[src/rtl/gdac_params.svh]
// constants of the gamma dac two-wire control block: codes, field values, timing counts
// assumes inclusion by its bare name from the package and the design modules
`ifndef GDAC_PARAMS_SVH
`define GDAC_PARAMS_SVH
// channel layout
`define GDAC_NUM_CH 24
`define GDAC_CODE_W 10
`define GDAC_PTR_W 6
`define GDAC_MID_CODE 10'h200
// bus codes
`define GDAC_ADDR_HI 6'h3a
`define GDAC_GCALL_ADDR 8'h00
`define GDAC_GCALL_RESET 8'h06
`define GDAC_HS_CODE 5'h01
`define GDAC_BYTE_BITS 4'h8
// pointer command field, bits 7..6
`define GDAC_CMD_WRITE 2'h0
`define GDAC_CMD_ONE 2'h1
`define GDAC_CMD_ALL 2'h2
// msb data byte fields
`define GDAC_XFER_BIT 7
`define GDAC_NVM_TAG 2'h1
// nonvolatile programming limit per channel and bank
`define GDAC_MAX_PROG 5'h10
// timing
`define GDAC_CLK_MHZ 200
`define GDAC_ACQ_ALL_US 750
`define GDAC_ACQ_ONE_US 36
`define GDAC_ACQ_ALL_CYC (`GDAC_ACQ_ALL_US * `GDAC_CLK_MHZ)
`define GDAC_ACQ_ONE_CYC (`GDAC_ACQ_ONE_US * `GDAC_CLK_MHZ)
`define GDAC_WAIT_W 18
`endif

[src/rtl/gdac_pkg.sv]
// types shared by the gamma dac control block and its nonvolatile store
// assumes gdac_params.svh is on the include path
`include "gdac_params.svh"
package gdac_pkg;
	// two-wire receive phases
	typedef enum logic [2:0] {
		ST_IDLE = 3'h0,
		ST_ADDR = 3'h1,
		ST_PTR = 3'h2,
		ST_MSB = 3'h3,
		ST_LSB = 3'h4,
		ST_GCALL = 3'h5,
		ST_SKIP = 3'h6
	} gdac_bus_e;
	// acquire sequencer
	typedef enum logic [1:0] {
		ACQ_IDLE = 2'h0,
		ACQ_WAIT = 2'h1,
		ACQ_READ = 2'h2,
		ACQ_LOAD = 2'h3
	} gdac_acq_e;
	// programming request into the store
	typedef struct packed {
		logic en;
		logic bank;
		logic [`GDAC_PTR_W-1:0] addr;
		logic [`GDAC_CODE_W-1:0] data;
	} gdac_nvm_wr_s;
	// word read from the store
	typedef struct packed {
		logic [`GDAC_CODE_W-1:0] data;
		logic prog;
	} gdac_nvm_rd_s;
endpackage

[src/rtl/gdac_ctrl.sv]
// two-wire slave control of a 24-channel gamma/common-voltage code block with two nonvolatile banks
// assumes an external master on scl/sda, an open-drain sda wire resolved outside, and sys_clk well above scl
// Summary of operation
// - answer address 111010 plus the strap pin level as lowest bit
// - slave only; the clock line is an input and never driven
// - sample address on clock rise, last bit is read/write, ack in ninth clock
// - data changes while clock high decode as start (fall) or stop (rise)
// - every byte after the address is eight bits plus one ack bit
// - master code 00001xxx after start is accepted and never acknowledged
// - master code enables high-speed mode, kept across repeated starts, left at stop
// - general call followed by 06h is acknowledged and resets the block except pin sampling and the nonvolatile store
// - general-call address always acknowledged, other general-call data bytes refused
// - at reset load each channel from its bank, mid-scale if never programmed
// - holding register per channel separate from its output latch
// - write with data bit 15 set moves the register to output after bit sixteen
// - bit 15 clear updates holding only; a later set transfers all channels
// - bank-select low picks bank zero, high picks bank one
// - any bank-select change reloads all registers and outputs from the new bank
// - at reset the bank-select level picks the active bank
// - acquire commands read the bank that bank-select currently picks
// - pointer 10 plus valid channel starts a general acquire; invalid channels refused
// - single acquire reloads only the addressed channel register and output
// - each bank allows sixteen programming operations per channel
// - hold a 10-bit code for 22 gamma and 2 common-voltage channels
// - pointer 01 plus channel starts a single-channel acquire
// - general acquire lands all channels about 750 microseconds after command
// - register write is pointer 00, msb then lsb byte; early end leaves register unchanged
`timescale 1ns/1ps
`include "gdac_params.svh"
module gdac_ctrl
	import gdac_pkg::*;
#(
	parameter int N_CH = `GDAC_NUM_CH,
	parameter int ACQ_ALL_CYC = `GDAC_ACQ_ALL_CYC,
	parameter int ACQ_ONE_CYC = `GDAC_ACQ_ONE_CYC
) (
	// clock and reset
	input wire logic sys_clk,
	input wire logic rst,
	// two-wire bus pins
	input wire logic scl_in,
	input wire logic sda_in,
	output logic sda_out,
	output logic sda_oe,
	// strap and bank pins
	input wire logic addr_strap_pin,
	input wire logic bank_select_pin,
	// nonvolatile programming port
	input gdac_nvm_wr_s nvm_wr,
	output logic nvm_wr_refused,
	// channel outputs and status
	output logic [N_CH-1:0][`GDAC_CODE_W-1:0] dac_code,
	output logic hs_mode,
	output logic acq_busy
);
	localparam int S_SCL = 0;
	localparam int S_SDA = 1;
	localparam int S_STRAP = 2;
	localparam int S_BANK = 3;
	localparam logic [3:0] SYNC_INIT = 4'h3;
	localparam int WW = `GDAC_WAIT_W;
	localparam logic [WW-1:0] ALL_WAIT = WW'(ACQ_ALL_CYC - 1);
	localparam logic [WW-1:0] ONE_WAIT = WW'(ACQ_ONE_CYC - 1);
	localparam logic [`GDAC_PTR_W-1:0] LAST_CH = `GDAC_PTR_W'(N_CH - 1);

	if (N_CH < 1 || N_CH > 63 || ACQ_ALL_CYC < 1 || ACQ_ONE_CYC < 1 ||
		ACQ_ALL_CYC >= (1 << WW) || ACQ_ONE_CYC >= (1 << WW)) begin : g_bad_param
		$error("gdac_ctrl: parameter out of range");
	end

	// pin synchronisers: three stages, level taken when stages two and three agree
	logic [3:0] pin_raw;
	logic [3:0] s1_q, s2_q, s3_q, filt_q, filt_d;
	assign pin_raw = {bank_select_pin, addr_strap_pin, sda_in, scl_in}; // clock pin only sampled
	for (genvar i = 0; i < 4; i++) begin : g_sync
		always_comb begin
			filt_d[i] = (s2_q[i] == s3_q[i]) ? s3_q[i] : filt_q[i];
		end
		always_ff @(posedge sys_clk) begin
			if (rst) begin
				s1_q[i] <= SYNC_INIT[i];
				s2_q[i] <= SYNC_INIT[i];
				s3_q[i] <= SYNC_INIT[i];
				filt_q[i] <= SYNC_INIT[i];
			end else begin
				s1_q[i] <= pin_raw[i];
				s2_q[i] <= s1_q[i];
				s3_q[i] <= s2_q[i];
				filt_q[i] <= filt_d[i];
			end
		end
	end

	// bus events from the filtered levels
	logic scl_rise, scl_fall, start_det, stop_det, bank_chg;
	assign scl_rise = filt_d[S_SCL] & ~filt_q[S_SCL];
	assign scl_fall = ~filt_d[S_SCL] & filt_q[S_SCL];
	assign start_det = filt_q[S_SCL] & filt_d[S_SCL] & filt_q[S_SDA] & ~filt_d[S_SDA];
	assign stop_det = filt_q[S_SCL] & filt_d[S_SCL] & ~filt_q[S_SDA] & filt_d[S_SDA];
	assign bank_chg = filt_d[S_BANK] ^ filt_q[S_BANK];

	// receive state
	gdac_bus_e bus_q, bus_d;
	logic [7:0] shift_q, shift_d, msb_q, msb_d;
	logic [3:0] cnt_q, cnt_d;
	logic ack_ph_q, ack_ph_d, drive_q, drive_d, hs_q, hs_d;
	logic gc_arm_q, gc_arm_d, gc_rst_q, gc_rst_d;
	logic [`GDAC_PTR_W-1:0] ptr_q, ptr_d;
	logic byte_done, addr_hit, ptr_ok, soft_rst;
	logic evt_wr, evt_xfer, evt_all, evt_one;

	assign soft_rst = rst | gc_rst_q;
	assign byte_done = scl_fall & ~ack_ph_q & (cnt_q == `GDAC_BYTE_BITS) & (bus_q != ST_IDLE);
	assign addr_hit = (shift_q[7:1] == {`GDAC_ADDR_HI, filt_q[S_STRAP]});
	assign ptr_ok = int'(shift_q[5:0]) < N_CH;

	// receive next-state: bit shifting, ack decision and command decode
	always_comb begin
		bus_d = bus_q;
		shift_d = shift_q;
		msb_d = msb_q;
		cnt_d = cnt_q;
		ack_ph_d = ack_ph_q;
		drive_d = drive_q;
		hs_d = hs_q;
		gc_arm_d = gc_arm_q;
		gc_rst_d = 1'b0;
		ptr_d = ptr_q;
		evt_wr = 1'b0;
		evt_xfer = 1'b0;
		evt_all = 1'b0;
		evt_one = 1'b0;
		if (stop_det) begin
			bus_d = ST_IDLE;
			cnt_d = 4'h0;
			ack_ph_d = 1'b0;
			drive_d = 1'b0;
			gc_arm_d = 1'b0;
			hs_d = 1'b0;
		end else if (start_det) begin
			bus_d = ST_ADDR; // high-speed mode survives a repeated start
			cnt_d = 4'h0;
			ack_ph_d = 1'b0;
			drive_d = 1'b0;
			gc_arm_d = 1'b0;
		end else if (bus_q != ST_IDLE) begin
			if (scl_rise && !ack_ph_q && cnt_q < `GDAC_BYTE_BITS) begin
				shift_d = {shift_q[6:0], filt_d[S_SDA]}; // sample on rising clock
				cnt_d = cnt_q + 4'h1; // eight data bits per byte
			end
			if (scl_fall && ack_ph_q) begin
				ack_ph_d = 1'b0; // ninth clock over, release the data line
				drive_d = 1'b0;
				cnt_d = 4'h0;
				gc_rst_d = gc_arm_q;
				gc_arm_d = 1'b0;
			end else if (byte_done) begin
				ack_ph_d = 1'b1;
				case (bus_q)
					ST_ADDR: begin
						if (shift_q[7:3] == `GDAC_HS_CODE) begin
							hs_d = 1'b1; // master code, left unanswered
							bus_d = ST_SKIP;
						end else if (shift_q == `GDAC_GCALL_ADDR) begin
							drive_d = 1'b1;
							bus_d = ST_GCALL;
						end else if (addr_hit && !shift_q[0]) begin
							drive_d = 1'b1;
							bus_d = ST_PTR;
						end else begin
							bus_d = ST_SKIP;
						end
					end
					ST_PTR: begin
						ptr_d = shift_q[5:0];
						bus_d = ST_SKIP;
						if (ptr_ok) begin
							case (shift_q[7:6])
								`GDAC_CMD_WRITE: begin
									drive_d = 1'b1;
									bus_d = ST_MSB;
								end
								`GDAC_CMD_ALL: begin
									drive_d = 1'b1;
									evt_all = 1'b1;
								end
								`GDAC_CMD_ONE: begin
									drive_d = 1'b1;
									evt_one = 1'b1;
								end
								default: begin
									drive_d = 1'b0;
								end
							endcase
						end
					end
					ST_MSB: begin
						msb_d = shift_q;
						drive_d = 1'b1;
						bus_d = ST_LSB;
					end
					ST_LSB: begin
						drive_d = 1'b1;
						evt_wr = (msb_q[7:6] != `GDAC_NVM_TAG); // loads only after the second byte
						evt_xfer = evt_wr & msb_q[`GDAC_XFER_BIT];
						ptr_d = ptr_q + `GDAC_PTR_W'(1);
						bus_d = (ptr_q == LAST_CH) ? ST_SKIP : ST_MSB;
					end
					ST_GCALL: begin
						drive_d = (shift_q == `GDAC_GCALL_RESET);
						gc_arm_d = drive_d;
						bus_d = ST_SKIP;
					end
					default: begin
						drive_d = 1'b0;
						bus_d = ST_SKIP;
					end
				endcase
			end
		end
	end

	// receive registers; a general-call reset clears all but the pin sampling and the nonvolatile store
	always_ff @(posedge sys_clk) begin
		if (soft_rst) begin
			bus_q <= ST_IDLE;
			shift_q <= 8'h00;
			msb_q <= 8'h00;
			cnt_q <= 4'h0;
			ack_ph_q <= 1'b0;
			drive_q <= 1'b0;
			hs_q <= 1'b0;
			gc_arm_q <= 1'b0;
			gc_rst_q <= 1'b0;
			ptr_q <= '0;
		end else begin
			bus_q <= bus_d;
			shift_q <= shift_d;
			msb_q <= msb_d;
			cnt_q <= cnt_d;
			ack_ph_q <= ack_ph_d;
			drive_q <= drive_d;
			hs_q <= hs_d;
			gc_arm_q <= gc_arm_d;
			gc_rst_q <= gc_rst_d;
			ptr_q <= ptr_d;
		end
	end

	// open-drain data line: only ever pulled low
	assign sda_out = 1'b0;
	assign sda_oe = drive_q;
	assign hs_mode = hs_q;

	// channel state: holding registers, output latches, acquire sequencer
	logic [N_CH-1:0][`GDAC_CODE_W-1:0] hold_q, hold_d, out_q, out_d;
	gdac_acq_e acq_q, acq_d;
	logic acq_all_q, acq_all_d;
	logic [`GDAC_PTR_W-1:0] acq_ch_q, acq_ch_d;
	logic [WW-1:0] wait_q, wait_d;
	logic rd_en;
	gdac_nvm_rd_s rd_word;
	logic [`GDAC_CODE_W-1:0] load_code;

	assign rd_en = (acq_q == ACQ_READ);
	assign load_code = rd_word.prog ? rd_word.data : `GDAC_MID_CODE;

	always_comb begin
		hold_d = hold_q;
		out_d = out_q;
		acq_d = acq_q;
		acq_all_d = acq_all_q;
		acq_ch_d = acq_ch_q;
		wait_d = wait_q;
		if (evt_wr) begin
			hold_d[ptr_q] = {msb_q[1:0], shift_q}; // holding only, output untouched
		end
		if (evt_xfer) begin
			out_d = hold_d; // every channel at once, new word included
		end
		case (acq_q)
			ACQ_IDLE: begin
				if (evt_all) begin
					acq_d = ACQ_WAIT;
					acq_all_d = 1'b1;
					acq_ch_d = '0;
					wait_d = ALL_WAIT;
				end else if (evt_one) begin
					acq_d = ACQ_WAIT;
					acq_all_d = 1'b0;
					acq_ch_d = ptr_d;
					wait_d = ONE_WAIT;
				end
			end
			ACQ_WAIT: begin
				if (wait_q == '0) begin
					acq_d = ACQ_READ;
				end else begin
					wait_d = wait_q - WW'(1);
				end
			end
			ACQ_READ: begin
				acq_d = ACQ_LOAD;
			end
			ACQ_LOAD: begin
				hold_d[acq_ch_q] = load_code;
				out_d[acq_ch_q] = load_code;
				if (acq_all_q && acq_ch_q != LAST_CH) begin
					acq_ch_d = acq_ch_q + `GDAC_PTR_W'(1);
					acq_d = ACQ_READ;
				end else begin
					acq_d = ACQ_IDLE;
				end
			end
			default: begin
				acq_d = ACQ_IDLE;
			end
		endcase
		if (bank_chg) begin
			acq_d = ACQ_READ; // restart a full reload from the new bank
			acq_all_d = 1'b1;
			acq_ch_d = '0;
		end
	end

	// channel registers; reset starts a full reload at once
	always_ff @(posedge sys_clk) begin
		if (soft_rst) begin
			hold_q <= {N_CH{`GDAC_MID_CODE}};
			out_q <= {N_CH{`GDAC_MID_CODE}};
			acq_q <= ACQ_READ;
			acq_all_q <= 1'b1;
			acq_ch_q <= '0;
			wait_q <= '0;
		end else begin
			hold_q <= hold_d;
			out_q <= out_d;
			acq_q <= acq_d;
			acq_all_q <= acq_all_d;
			acq_ch_q <= acq_ch_d;
			wait_q <= wait_d;
		end
	end

	assign dac_code = out_q;
	assign acq_busy = (acq_q != ACQ_IDLE);

	// nonvolatile store, read from the bank the pin selects
	gdac_nvm #(
		.WORDS(N_CH)
	) u_nvm (
		.sys_clk(sys_clk),
		.rst(rst),
		.rd_en(rd_en),
		.rd_bank(filt_q[S_BANK]),
		.rd_addr(acq_ch_q),
		.rd_q(rd_word),
		.wr(nvm_wr),
		.wr_refused(nvm_wr_refused)
	);

	a_addr_ack: assert property (@(posedge sys_clk) disable iff (soft_rst)
		(byte_done && bus_q == ST_ADDR && addr_hit && !shift_q[0] && !stop_det && !start_det)
		|=> sda_oe && bus_q == ST_PTR)
		else $error("own write address not acknowledged");
	a_ack_release: assert property (@(posedge sys_clk) disable iff (soft_rst)
		(ack_ph_q && scl_fall) |=> !sda_oe && cnt_q == 4'h0)
		else $error("data line held after the ninth clock");
	a_start_restart: assert property (@(posedge sys_clk) disable iff (soft_rst)
		start_det && !stop_det |=> bus_q == ST_ADDR && cnt_q == 4'h0 && !sda_oe)
		else $error("start condition not decoded");
	a_hs_no_ack: assert property (@(posedge sys_clk) disable iff (soft_rst)
		(byte_done && bus_q == ST_ADDR && shift_q[7:3] == `GDAC_HS_CODE && !start_det && !stop_det)
		|=> !sda_oe && hs_mode)
		else $error("master code acknowledged or high-speed not entered");
	a_hs_stop_exit: assert property (@(posedge sys_clk) disable iff (soft_rst)
		stop_det |=> !hs_mode)
		else $error("high-speed mode kept past stop");
	a_gcall_data: assert property (@(posedge sys_clk) disable iff (soft_rst)
		(byte_done && bus_q == ST_GCALL && shift_q != `GDAC_GCALL_RESET && !start_det && !stop_det)
		|=> !sda_oe)
		else $error("foreign general-call data acknowledged");
	a_gcall_reset: assert property (@(posedge sys_clk) disable iff (rst)
		(gc_arm_q && ack_ph_q && scl_fall && !start_det && !stop_det)
		|=> gc_rst_q ##1 (acq_q == ACQ_READ && dac_code == {N_CH{`GDAC_MID_CODE}}))
		else $error("general-call reset not performed");
	a_hold_only: assert property (@(posedge sys_clk) disable iff (soft_rst)
		(evt_wr && !evt_xfer && acq_q == ACQ_IDLE && !bank_chg) |=> $stable(dac_code))
		else $error("output changed on a holding write");
	a_xfer_all: assert property (@(posedge sys_clk) disable iff (soft_rst)
		(evt_xfer && acq_q != ACQ_LOAD) |=> dac_code == hold_q)
		else $error("outputs not transferred after bit sixteen");
	a_bank_reload: assert property (@(posedge sys_clk) disable iff (soft_rst)
		bank_chg |=> acq_q == ACQ_READ && acq_all_q && acq_ch_q == '0 ##1 acq_q == ACQ_LOAD)
		else $error("bank change did not start a reload");
	a_all_wait: assert property (@(posedge sys_clk) disable iff (soft_rst)
		(evt_all && acq_q == ACQ_IDLE && !bank_chg) |=> acq_q == ACQ_WAIT && wait_q == ALL_WAIT)
		else $error("general acquire delay not loaded");
	a_ptr_refuse: assert property (@(posedge sys_clk) disable iff (soft_rst)
		(byte_done && bus_q == ST_PTR && !ptr_ok && !start_det && !stop_det) |=> !sda_oe)
		else $error("invalid channel pointer acknowledged");
endmodule

[src/rtl/gdac_nvm.sv]
// two-bank nonvolatile channel store with per-entry programming counters
// assumes rst stands for power-on only; a soft reset of the controller must not reach it
`timescale 1ns/1ps
`include "gdac_params.svh"
module gdac_nvm
	import gdac_pkg::*;
#(
	parameter int WORDS = `GDAC_NUM_CH
) (
	// clock and power-on reset
	input wire logic sys_clk,
	input wire logic rst,
	// acquire read port, data one cycle after rd_en
	input wire logic rd_en,
	input wire logic rd_bank,
	input wire logic [`GDAC_PTR_W-1:0] rd_addr,
	output gdac_nvm_rd_s rd_q,
	// programming port
	input gdac_nvm_wr_s wr,
	output logic wr_refused
);
	localparam int ENT = 2 * WORDS;

	if (WORDS < 1 || WORDS > 63) begin : g_bad_words
		$error("gdac_nvm: WORDS out of range");
	end

	logic [`GDAC_CODE_W-1:0] code_q [ENT];
	logic prog_q [ENT];
	logic [4:0] cnt_q [ENT];
	logic [ENT-1:0] full;
	int wr_idx;
	int rd_idx;
	logic wr_ok;
	gdac_nvm_rd_s rd_d;
	logic refused_d;

	// entry index of each port: bank major, channel minor
	always_comb begin
		wr_idx = (wr.bank ? WORDS : 0) + int'(wr.addr);
		rd_idx = (rd_bank ? WORDS : 0) + int'(rd_addr);
		wr_ok = (int'(wr.addr) < WORDS) && !full[wr_idx % ENT];
		refused_d = wr.en && !wr_ok;
	end

	// one programmed word, its flag and its use count per entry
	for (genvar e = 0; e < ENT; e++) begin : g_ent
		logic hit;
		logic [`GDAC_CODE_W-1:0] code_d;
		logic prog_d;
		logic [4:0] cnt_d;
		assign full[e] = (cnt_q[e] == `GDAC_MAX_PROG);
		always_comb begin
			hit = wr.en && wr_ok && (wr_idx == e);
			code_d = hit ? wr.data : code_q[e];
			prog_d = hit | prog_q[e];
			cnt_d = hit ? cnt_q[e] + 5'h01 : cnt_q[e];
		end
		always_ff @(posedge sys_clk) begin
			if (rst) begin
				code_q[e] <= '0;
				prog_q[e] <= 1'b0;
				cnt_q[e] <= 5'h00;
			end else begin
				code_q[e] <= code_d;
				prog_q[e] <= prog_d;
				cnt_q[e] <= cnt_d;
			end
		end
	end

	// registered read, held between reads
	always_comb begin
		rd_d = rd_q;
		if (rd_en) begin
			rd_d.data = code_q[rd_idx % ENT];
			rd_d.prog = prog_q[rd_idx % ENT];
		end
	end

	always_ff @(posedge sys_clk) begin
		if (rst) begin
			rd_q <= '0;
			wr_refused <= 1'b0;
		end else begin
			rd_q <= rd_d;
			wr_refused <= refused_d;
		end
	end

	a_prog_limit: assert property (@(posedge sys_clk) disable iff (rst)
		(wr.en && int'(wr.addr) < WORDS && full[wr_idx % ENT]) |=> wr_refused)
		else $error("programming past the limit was not refused");
endmodule

[config.mk]
export PLATFORM = sky130hd
export DESIGN_NAME = gdac_ctrl
export DESIGN_NICKNAME = d
export VERILOG_FILES = /design/src/rtl/gdac_pkg.sv /design/src/rtl/gdac_ctrl.sv /design/src/rtl/gdac_nvm.sv
export VERILOG_INCLUDE_DIRS = /design/src /design/src/rtl
export SDC_FILE = /design/constraint.sdc
export NUM_CORES = 2
export LEC_CHECK = 0
export ABC_AREA = 1
export BUFFER_PORTS_ARGS = -buffer_cell sky130_fd_sc_hd__buf_2
export CAP_MARGIN = 30
export CORE_MARGIN = 2
export CORE_UTILIZATION = 55
export CTS_BUF_LIST = sky130_fd_sc_hd__clkbuf_8
export DETAILED_ROUTE_END_ITERATION = 8
export GPL_TIMING_DRIVEN = 0
export PLACE_DENSITY = 0.77
export REMOVE_ABC_BUFFERS = 1
export SYNTH_ARGS = -nofsm -noshare
export SYNTH_HDL_FRONTEND = slang
export SYNTH_HIERARCHICAL = 1
export SYNTH_SLANG_ARGS = --single-unit
[constraint.sdc]
create_clock -name sys_clk -period 4.4 [get_ports sys_clk]
set_clock_uncertainty 0.05 [all_clocks]
set_input_delay 1.1 -clock sys_clk [delete_from_list [all_inputs] [get_ports sys_clk]]
set_output_delay 1.1 -clock sys_clk [all_outputs]
set_load 0.01 [all_outputs]
==> reports/metrics.yaml <==
yosys_warnings: 6
power.density_nw_per_um2: 368
cts_root_buffer: "clkbuf_8"
cp_max_fo: 40
grt_start_max_net_pins: 119
layout-drive-gt1-share: 0.107
ys.flop_type: "dfxtp_1"
cts_made_buffers: 217
ir_worst_vdd_mv: 0.356
die_x_um: 351
htreeDepth: 4
drt_pass1_iterations: 9
place_inst: 10000
ys_seq_elements: 1333
cp.required_ns: 5.21
period_share: 0.945
cts_setup_buffers: 0
ant_nets: 0
fmax_mhz: 240
die-area_um2: 123000
setup-violations-final: 0
cts_sinks: 1333
grt_usage: 0.310
slew_headroom: 0.271
dpl_cell_area_um2: 68800
syn_area_per_cell_um2: 7.67
run_status: "complete, no violations"
layout_commonest_cell: "nand2_1"
ys_types: 51
layout.nets: 8771
syn2layout_area_growth_pct: 10.8
via_per_inst: 5.72
async_reset_ff_frac: 0
ios: 269
preCtsSetupSlack_ns: -0.620
slew_violations: 0
grt_setup_unrepaired: "false"
cts_resized: 0
numPortBuffers: 267
crit_type: "primary input to register"
synth_area_um2: 66100
hold_violations: 0
design_area_um2: 73200
drv_cap: 0
synth_enable_flop_cells: 480
drtIter0Drc: 6536
finalCriticalPeriod_ns: 4.16
num_vias: 59700
p_total_w: 0.0269
cts.path.max_buffers: 3
instances_no_fill: 10400
tightest_slew_ns: 1.09
cts_tree: "done"
cp-start-kind: "primary input"
die_h_um: 351
dp_hpwl_mm: 124
ys_seq_area_frac: 0.477
grt.overflow.total: 0
gp_congestion: 0.872
min_path_type: "register to register"
drc: 0
layout_setup_ws_ns: 0.241
grt_pass1_wl_mm: 302
ctsHoldBuffers: 0
wl_per_cell_um: 18.7
mostFrequentLayoutCells: "nand2_1 (2247), nor2_1 (1031), dfxtp_1 (850)"
coreArea_um2: 119000
cts.clk_slew.worst_paths_ns: 0.06
start_util: 0.553
grt_pass1_vias: 56100
syn_inst: 8618
rows: 127
insertion_delay_ns: 0.95
antenna_found_initial: 4
cp-end-kind: "register"
wl_mm: 195
leakage_nw: 32.0
cp_data_arrival_time_ns: 4.97
-- path summary, 6_finish.rpt --
kind | start | end | slack (ns) | cells after the start
max reg2reg | acq_ch_q[3]$_SDFFE_PP0P_ | u_nvm/rd_q[10]$_SDFFE_PP0P_ | 0.35 | 14
max | nvm_wr[14] | u_nvm/cnt_q[0][74]$_SDFFE_PP0P_ | 0.24 | 15
min reg2reg | s1_q[3]$_SDFF_PP0_ | s2_q[3]$_SDFF_PP0_ | 0.32 | 2
min | s1_q[3]$_SDFF_PP0_ | s2_q[3]$_SDFF_PP0_ | 0.32 | 2
-- report_power, final --
group | switching, W | internal (W)
clock network | 0.00517 | 0.00561
logic | 0.00214 | 0.000789
registers | 0.000218 | 0.0130
total | 0.00753 | 0.0194
-- worst max-delay path, stage by stage --
cell and delay [ns]:
buf_2 0.11, ha_1 0.32, xnor2_1 0.34, nor2_1 0.11, inv_2 0.32, nand2_1 0.17
nor2_1 0.15, nand3_1 0.13, nand3_4 0.66, buf_16 0.35, nand3_4 0.26, buf_16 0.30
nor2_1 0.35, nand2_1 0.09, a21oi_1 0.13
-- final cells by class --
type / instances / area, um2
fill: 10300 / 46300
timing repair buffer: 360 / 3160
antenna: 7 / 17.5
tap: 1612 / 2020
clock buffer: 263 / 3620
inverter: 728 / 2760
sequential: 1333 / 31500
multi-input combinational: 5993 / 29300
clock inverter: 142 / 757
-- registers in the layout, indices dropped and copies added (netlist names), 2 cells and up --
| register | count |
|---|---|
| u_nvm/code_q | 480 |
| dac_code | 240 |
| hold_q | 240 |
| u_nvm/cnt_q | 240 |
| u_nvm/prog_q | 48 |
| wait_q | 18 |
| u_nvm/rd_q | 11 |
| shift_q | 8 |
| acq_ch_q | 6 |
| ptr_q | 6 |
| cnt_q | 4 |
| filt_q | 4 |
| msb_q | 4 |
| s1_q | 4 |
| s2_q | 4 |
| s3_q | 4 |
| bus_q | 3 |
| acq_q | 2 |
-- cells in the mapped netlist (21+ instances only) --
| library cell | count | area [um2] |
|---|---|---|
| a21boi_1 | 144 | 1080 |
| a21oi_1 | 775 | 3880 |
| buf_1 | 22 | 82.6 |
| buf_2 | 130 | 651 |
| buf_4 | 32 | 240 |
| buf_6 | 21 | 236 |
| clkbuf_1 | 352 | 1320 |
| dfxtp_1 | 853 | 17100 |
| edfxtp_1 | 480 | 14400 |
| ha_1 | 113 | 1410 |
| inv_1 | 668 | 2510 |
| inv_2 | 52 | 195 |
| nand2_1 | 2256 | 8470 |
| nand3_1 | 276 | 1380 |
| nand4_4 | 41 | 872 |
| nor2_1 | 1056 | 3960 |
| nor2_2 | 74 | 463 |
| nor2_4 | 24 | 270 |
| o211ai_1 | 43 | 323 |
| o21ai_0 | 663 | 3320 |
| o21ai_1 | 166 | 831 |
| o221ai_1 | 77 | 674 |
| o22ai_1 | 43 | 269 |
| xnor2_1 | 99 | 867 |
| xor2_1 | 51 | 447 |
-- cell families after synthesis --
kind of cell / share of synthesized area
DFF: 0.477
AOI/OAI and AO/OA: 0.159
adders and majority gates: 0.0217
xor gates and xnor gates: 0.0199
and+or+nand+nor: 0.241
buffers and inverters: 0.0811
other: 0.0000568
-- layer usage --
metal	wire length, um	track usage	up-vias
met5	166	0	-
met4	10000	0.168	2
met3	19200	0.0557	556
met2	90100	0.502	3005
met1	75700	0.393	28000
li1	-	-	28200
-- stage by stage --
stage	utilization	setup TNS, ns	hold WS (ns)
final	0.612	0	0.320
after global placement	0.559	-	0.347
after floorplan	-	-2166.25	0.338
after CTS	0.612	0	0.279
after detailed placement	0.575	-363.90	0.347
after global routing	0.612	0	0.281
Note: power is estimated with default switching activity, not from simulation.
